### src/ats_defines.vh
// ats_defines.vh: constants for the converter trim and test pattern registers
// assumes inclusion by bare name from the design files
`ifndef ATS_DEFINES_VH
`define ATS_DEFINES_VH
`define ATS_ADDR_W 3
`define ATS_DATA_W 16
`define ATS_FRAME_LEN 5'h14
`define ATS_ADDR_CTRL 3'h0
`define ATS_ADDR_OFFSET 3'h2
`define ATS_ADDR_ADJUST 3'h4
`define ATS_ADDR_PATTERN 3'h5
`define ATS_OFFSET_RST 8'h80
`define ATS_LEVEL_RST 5'h10
`define ATS_SETTLE_RST 2'h0
`define ATS_DUTY_RST 3'h0
`define ATS_PATTERN_RST 12'h000
`define ATS_CTRL_TEST_BIT 7
`define ATS_LEVEL_LSB 0
`define ATS_LEVEL_MSB 4
`define ATS_SETTLE_LSB 8
`define ATS_SETTLE_MSB 9
`define ATS_DUTY_LSB 13
`define ATS_DUTY_MSB 15
`define ATS_OFFSET_MSB 7
`define ATS_PATTERN_MSB 11
`endif

### src/ats_sync.v
// ats_sync.v: two-flop synchroniser for a vector of pins
// assumes inputs are asynchronous to i_ref_clk
`timescale 1ns/1ps
module ats_sync #(
  parameter WIDTH = 4
) (
  input wire i_ref_clk,
  input wire i_rst,
  input wire [WIDTH-1:0] i_async,
  output reg [WIDTH-1:0] o_sync
);
  reg [WIDTH-1:0] meta_r;
  always @(posedge i_ref_clk) begin
    if (i_rst) begin
      meta_r <= {WIDTH{1'b0}};
      o_sync <= {WIDTH{1'b0}};
    end else begin
      meta_r <= i_async;
      o_sync <= meta_r;
    end
  end
endmodule

### src/ats_regs.v
// ats_regs.v: trim and test pattern registers loaded over the serial port
// assumes the serial clock is much slower than i_ref_clk (>= 4 samples/phase)
`timescale 1ns/1ps
`include "ats_defines.vh"
module ats_regs #(
  parameter SAMPLE_W = 12
) (
  input wire i_ref_clk,
  input wire i_rst,
  input wire i_sclk,
  input wire i_sload_n,
  input wire i_sdata,
  input wire i_smode,
  input wire i_sample_valid,
  input wire [SAMPLE_W-1:0] i_sample,
  output reg [SAMPLE_W-1:0] o_true_lanes,
  output reg [SAMPLE_W-1:0] o_inverted_output_lanes,
  output reg o_lanes_valid,
  output reg [7:0] o_offset_trim,
  output reg [4:0] o_level_shift_trim,
  output reg [1:0] o_settling_delay_trim,
  output reg [2:0] o_duty_ratio,
  output reg o_test_mode
);
  wire [3:0] pins_sync;
  wire sclk_s;
  wire sload_n_s;
  wire sdata_s;
  wire smode_s;
  reg sclk_d_r;
  reg [4:0] cnt_r;
  reg [18:0] shift_r;
  reg [11:0] pattern_r;
  wire sclk_rise;
  wire [`ATS_ADDR_W-1:0] addr;
  wire [`ATS_DATA_W-1:0] data;
  wire load;
  // next values of the frame receiver
  reg [4:0] cnt_nxt;
  reg [18:0] shift_nxt;
  // next values of the stored fields
  reg [7:0] offset_nxt;
  reg [4:0] level_nxt;
  reg [1:0] settle_nxt;
  reg [2:0] duty_nxt;
  reg [11:0] pattern_nxt;
  reg test_nxt;
  // next value of the true lanes; the inverted lanes follow from it
  reg [SAMPLE_W-1:0] true_nxt;

  // pins enter through two flops before anything reads them
  ats_sync #(.WIDTH(4)) u_sync (
    .i_ref_clk(i_ref_clk),
    .i_rst(i_rst),
    .i_async({i_sclk, i_sload_n, i_sdata, i_smode}),
    .o_sync(pins_sync)
  );
  assign sclk_s = pins_sync[3];
  assign sload_n_s = pins_sync[2];
  assign sdata_s = pins_sync[1];
  assign smode_s = pins_sync[0];
  assign sclk_rise = sclk_s & ~sclk_d_r;
  assign addr = shift_r[18:16];
  assign data = shift_r[15:0];
  // count 19 bits then transfer on the 20th low cycle; later ones ignored
  assign load = sclk_rise & ~sload_n_s &
    (cnt_r == `ATS_FRAME_LEN - 5'h1);

  // frame receiver: one step per detected serial clock rise
  always @* begin
    cnt_nxt = cnt_r;
    shift_nxt = shift_r;
    if (sclk_rise) begin
      if (sload_n_s) begin
        cnt_nxt = 5'h00; // a high cycle aborts a partial frame
      end else if (cnt_r < `ATS_FRAME_LEN - 5'h1) begin
        shift_nxt = {shift_r[17:0], sdata_s};
        cnt_nxt = cnt_r + 5'h01;
      end else if (cnt_r == `ATS_FRAME_LEN - 5'h1) begin
        // parking at the full count makes extra low cycles harmless
        cnt_nxt = `ATS_FRAME_LEN;
      end
    end
  end

  always @(posedge i_ref_clk) begin
    if (i_rst) begin
      sclk_d_r <= 1'b0;
      cnt_r <= 5'h00;
      shift_r <= 19'h00000;
    end else begin
      sclk_d_r <= sclk_s;
      cnt_r <= cnt_nxt;
      shift_r <= shift_nxt;
    end
  end

  // only the addressed register moves; all others keep their value
  always @* begin
    offset_nxt = o_offset_trim;
    level_nxt = o_level_shift_trim;
    settle_nxt = o_settling_delay_trim;
    duty_nxt = o_duty_ratio;
    pattern_nxt = pattern_r;
    test_nxt = o_test_mode;
    if (load) begin
      case (addr)
        `ATS_ADDR_CTRL: begin
          // other control bits belong to logic outside this block
          test_nxt = data[`ATS_CTRL_TEST_BIT];
        end
        `ATS_ADDR_OFFSET: begin
          // code goes to the analog trim as is; polarity is analog side
          offset_nxt = data[`ATS_OFFSET_MSB:0];
        end
        `ATS_ADDR_ADJUST: begin
          level_nxt = data[`ATS_LEVEL_MSB:`ATS_LEVEL_LSB];
          settle_nxt =
            data[`ATS_SETTLE_MSB:`ATS_SETTLE_LSB];
          // undefined duty codes are kept, not coerced
          duty_nxt = data[`ATS_DUTY_MSB:`ATS_DUTY_LSB];
        end
        `ATS_ADDR_PATTERN: begin
          pattern_nxt = data[`ATS_PATTERN_MSB:0];
        end
        default: begin
          // unused addresses are accepted and dropped
        end
      endcase
    end
  end

  // mode pin low returns registers to their reset values regardless of frame traffic
  always @(posedge i_ref_clk) begin
    if (i_rst || !smode_s) begin
      o_offset_trim <= `ATS_OFFSET_RST;
      o_level_shift_trim <= `ATS_LEVEL_RST;
      o_settling_delay_trim <= `ATS_SETTLE_RST;
      o_duty_ratio <= `ATS_DUTY_RST;
      pattern_r <= `ATS_PATTERN_RST;
      o_test_mode <= 1'b0;
    end else begin
      o_offset_trim <= offset_nxt;
      o_level_shift_trim <= level_nxt;
      o_settling_delay_trim <= settle_nxt;
      o_duty_ratio <= duty_nxt;
      pattern_r <= pattern_nxt;
      o_test_mode <= test_nxt;
    end
  end

  // lanes change only on a sample strobe, so the pattern stays static
  always @* begin
    true_nxt = o_true_lanes;
    if (i_sample_valid) begin
      if (o_test_mode) begin
        true_nxt = pattern_r[SAMPLE_W-1:0];
      end else begin
        true_nxt = i_sample;
      end
    end
  end

  // both lane sets come from flops fed by one next value, so they
  // can never disagree for a cycle
  always @(posedge i_ref_clk) begin
    if (i_rst) begin
      o_true_lanes <= {SAMPLE_W{1'b0}};
      o_inverted_output_lanes <= {SAMPLE_W{1'b1}};
      o_lanes_valid <= 1'b0;
    end else begin
      o_lanes_valid <= i_sample_valid;
      o_true_lanes <= true_nxt;
      o_inverted_output_lanes <= ~true_nxt;
    end
  end
endmodule

### config.mk
export PLATFORM = sky130hd
export DESIGN_NAME = ats_regs
export DESIGN_NICKNAME = d
export VERILOG_FILES = /design/src/ats_sync.v /design/src/ats_regs.v
export VERILOG_INCLUDE_DIRS = /design/src
export SDC_FILE = /design/constraint.sdc
export NUM_CORES = 1
export LEC_CHECK = 0
export BUFFER_PORTS_ARGS = -buffer_cell sky130_fd_sc_hd__buf_2
export CAP_MARGIN = 20
export CORE_MARGIN = 2
export CORE_UTILIZATION = 49
export CTS_CLUSTER_DIAMETER = 150
export DETAILED_ROUTE_END_ITERATION = 6
export HOLD_SLACK_MARGIN = 0.12
export PLACE_DENSITY = 0.84
export SLEW_MARGIN = 20
export SYNTH_ARGS = -nofsm -noshare
export SYNTH_HDL_FRONTEND = slang
export SYNTH_SLANG_ARGS = --single-unit
### constraint.sdc
create_clock -name i_ref_clk -period 1.4 [get_ports i_ref_clk]
set_clock_uncertainty 0.05 [all_clocks]
set_input_delay 0.28 -clock i_ref_clk [delete_from_list [all_inputs] [get_ports i_ref_clk]]
set_output_delay 0.28 -clock i_ref_clk [all_outputs]
set_load 0.02 [all_outputs]
# After elaboration in Yosys (flattened, before gate mapping)
# Index checks and enable logic that the tools add are counted.
# totals
latch_bits	0
mem_bits_rw	0
n_memories	0
regBits	89
romBits	0
input_bits	19
# classes
n_shift	0
add_sub_neg	1
eq_ne	4
muxes	5
mul	0
div	0
bitwise_logic	6
magnitude_cmp	1
n_reduce_logical	10
# ops
op	n
$mux W12	2
$mux W5	3
$not A12 Y12	1
$reduce_and A2 Y1	5
$eq A3 B3 Y1 const B	2
$add A5 B1 Y5 const B	1
$eq A5 B5 Y1 const B	1
$lt A5 B5 Y1 const B	1
$and A1 B1 Y1	3
$eq A3 B2 Y1 const B	1
$logic_not A3 Y1	1
$reduce_and A3 Y1	1
$reduce_bool A3 Y1	1
$not A1 Y1	2
$logic_not A1 Y1	1
$logic_or A1 B1 Y1	1

# Longest topological paths before layout
# depth
word_depth	5
ltp_mapped	5

# By module
# From an unflattened synthesis, not the netlist that was laid out.
# hier_totals
hier_cells	324
area_unflattened_um2	3279.4
# by_module_without_submodules
mod	seq_area_each_um2	cells_each	area_each_um2	n_inst
ats_regs	1621.6	308	3069.2	1
ats_sync	160.2	16	210.2	1

# Least setup slack after synthesis
# Ideal clock, no wire load.
# synth_timing
path_type	flip-flop to flip-flop
from	register cnt_r[0]
to	register o_duty_ratio[0]
period_less_slack_ps	1448
t_arrival_ps	1277
n_path_buf	1
setup_ps	121
stages_incl_launch_ff	6
path_slack_ps	-48
cell_sequence	dfxtp_1 ha_1 and4bb_2 nand4b_1 buf_4 mux2i_1
# synth_via
elab_chain_len	3
# synth_lines
item	line_no	text
start: declaration	ats_regs.v:31	reg [4:0] cnt_r;
start signal: assignment	ats_regs.v:93	cnt_r <= cnt_nxt;
$eq A5 B5 Y1	ats_regs.v:67	(cnt_r == `ATS_FRAME_LEN - 5'h1);
$and A1 B1 Y1	ats_regs.v:66	assign load = sclk_rise & ~sload_n_s &
$reduce_and A2 Y1 (no line)	n/a	
end signal: assignment	ats_regs.v:139	o_duty_ratio <= `ATS_DUTY_RST;
end signal: assignment	ats_regs.v:146	o_duty_ratio <= duty_nxt;
end: declaration	ats_regs.v:22	output reg [2:0] o_duty_ratio,
# Every way passes these cells.
# A chain may end at the register's enable or synchronous reset.

# Worst setup path in the final report
# layout_timing
from	register cnt_r[2]
to	register shift_r[12]
# layout_via
elab_chain_len	2
# layout_lines
item	line_no	text
$lt A5 B5 Y1	ats_regs.v:76	end else if (cnt_r < `ATS_FRAME_LEN - 5'h1) begin
$reduce_and A3 Y1 (no line)	n/a	
end signal: assignment	ats_regs.v:94	shift_r <= shift_nxt;
end: declaration	ats_regs.v:32	reg [18:0] shift_r;
# Every way passes these cells.

==> run metrics <==
Startpoint Class=flop; PwrDens=1110 nW/um^2; Final nets=436; Tot Pwr=0.00495 W; H-Tree Depth=3; period utilization=113%; status=finished with violations; drt via density=5.25; Post-synth ARST share=0%; Final HPWL DP=4.51 mm; DR pass1 iterations=4; Die ar.=7580 um^2; LEAKAGE=2.07 nW; Post-Synth Simple-Gate Area=18.7%; unrepaired setup endpoints after global routing=yes; worst vdd ir=0.445 mV; Diodes inserted=0; Setup CP Type=reg2reg; CP Max Fanout=5; multi-input logic area=1510 um^2; fill cell count=499; fin. max-slew vios=0; vias=2631; post-layout minimum cycle time=1580 ps; CTS sink count=89; synth unique cells=31; WHS=246 ps; I/O Pins=63; Clock Latency Late Sink=370 ps; Tot GR Track Use=21.2%; Slew HR=73.0%; main combinational cell family by area after synthesis=simple AND/OR/NAND/NOR gates; XOR/XNOR Fraction of Synth Area=0%; Final Hold Fails=0; TritonCTS Buffers=9; mux cell area share after synthesis=18.7%; Max Fclk=634 MHz; DRC Markers=0; Mapped Nets=345; TNS Setup=-5950 ps; Gate Count Post-Synth=325; sequential cell area fraction in the yosys report=52.7%; largest net degree at the start of global routing=40; Yosys reg bits=89; failing checks=setup timing; vias in the first global route=2555; CORE AREA=6720 um^2; CTS root buffer=clkbuf_8; predominant post-synthesis flop cell=dfxtp_1; clock tree buffer depth=2; Worst-Margin Slew=406 ps; WP data arrival=1810 ps; Starting DRT DRC Count=117; # setup viols final=51; Chip Width=87.1 um; Avg WL per Cell=15.8 um; max cap viols=0; layout cell share with drive strength beyond 1=30.9%; Seq. cell area=1800 um^2; Post-Synth Adder-Cell Area=0.370%; Core Util, Final=66.6%; Post-Place Worst Slack=-215 ps; DRT antenna net count=0; clock transition at the registers of the reported paths=100 ps; Avg Inst Size Synth=10.4 um^2; Synth Warn #=0; area grow syn2layout=32.3%; Final Wtd Congestion=0.749; Worst Path Required=1630 ps; die height=87.1 um; WL final=7.93 mm; gr ovfl total=0; Post-synth EDFFs=0; Setup crit end kind=flop; Compound-Gate Fraction of Synth Area=5.11%; Mapped Area=3380 um^2; CTS tree=built; antenna violations before repair=0; FP Rows=30; worst hold path class=in2reg; worst setup slack after layout=-177 ps; first-pass GRT wire length=12.3 mm; Starting Density=50.3%; I/O Buffers=62
## registers in the layout, indices dropped and copies added (netlist names), 2 cells and up
signal,count
cnt_r,5
o_duty_ratio,3
u_sync.meta_r,4
o_true_lanes,12
o_inverted_output_lanes,12
shift_r,19
pattern_r,12
u_sync.o_sync,4
o_offset_trim,8
o_level_shift_trim,5
o_settling_delay_trim,2
## cells in the final DEF (no fill, tap or decap), types with 2 or more instances in the layout
cell	instances
dlygate4sd3_1	4
clkbuf_8	9
bufinv_16	2
nand4_4	2
buf_4	18
a21oi_1	2
nor2b_1	10
nor2b_2	2
mux2i_1	62
nand2b_1	25
buf_2	61
a211o_1	12
clkinv_4	2
dfxtp_1	84
nand4b_1	3
nand3_1	3
buf_6	7
nor2_1	19
nand2_1	46
dfxtp_4	4
buf_12	7
inv_1	14
## cell families (layout without fill, tap and decap cells)
kind of cell               after synthesis  count (layout)
and+or+nand+nor                        117             117
DFF                                     89              89
AOI/OAI and AO/OA                       21              21
adders and majority gates                1               1
muxes                                   63              63
buffers and inverters                   34             130
## repair_timing
item | CTS | global route
resized for setup | 17 | 7
buffers inserted | 10 | 4
endpoints found under the setup margin | 51 | 53
pin swaps | 3 | 0
hold buffers | 4 | 0
cloned | 2 | 1
hold endpoints to repair | 4 | 0
## cell usage after synthesis, types with 3 or more instances
library cell / instances / area share [%]
clkbuf_1: 13 / 1.4
buf_2: 4 / 0.59
a211o_1: 12 / 3.1
nand4b_1: 3 / 0.78
nand3_1: 3 / 0.44
inv_1: 14 / 1.6
dfxtp_1: 89 / 53
nand2_1: 46 / 5.1
nand2b_1: 25 / 4.6
mux2i_1: 63 / 19
nor2_1: 19 / 2.1
nor2b_1: 12 / 2.2
## cell type report
cell class                 count  area share [%]
sequential                    89            40.2
multi-input combinational    202            33.7
timing repair buffer         100            17.5
clock buffer                  10            2.85
clock inverter                 6            2.29
tap                           80            2.24
inverter                      14            1.17
## report_power, final
part | switching (W) | leakage (nW) | internal [W]
Clock | 0.000951 | 0.114 | 0.00103
Sequential | 0.0000243 | 0.729 | 0.00259
Combinational | 0.000190 | 1.23 | 0.000168
## worst paths after layout
path         depth (start not counted)                         end  slack [ps]             start
min                                  3  o_inverted_output_lanes[4]         250       i_sample[4]
max                                  6                 shift_r[12]        -180          cnt_r[2]
max reg2reg                          6                 shift_r[12]        -180          cnt_r[2]
min reg2reg                          1            u_sync.o_sync[2]         390  u_sync.meta_r[2]
## worst max-delay path, stage by stage (launching register included)
cell and delay [ps]:
dfxtp_2 360, buf_6 130, a211oi_4 280, o211a_4 230, buf_4 130, buf_12 110
mux2i_1 210
## layer usage
metal	vias to the layer above	share of wire [%]	global-route usage [%]
li1	1279	-	-
met1	1243	44	25.3
met2	94	49	35.7
met3	15	5.1	4.55
met4	0	2.1	10.8
met5	-	0	0
## through the flow
step,cell area [um^2],cells
detailed placement,3880,464
CTS,4380,496
global placement,3880,464
global route,4470,501
floorplan,3400,325
finish,4470,501
No activity file was read; power rests on OpenSTA's default activity.
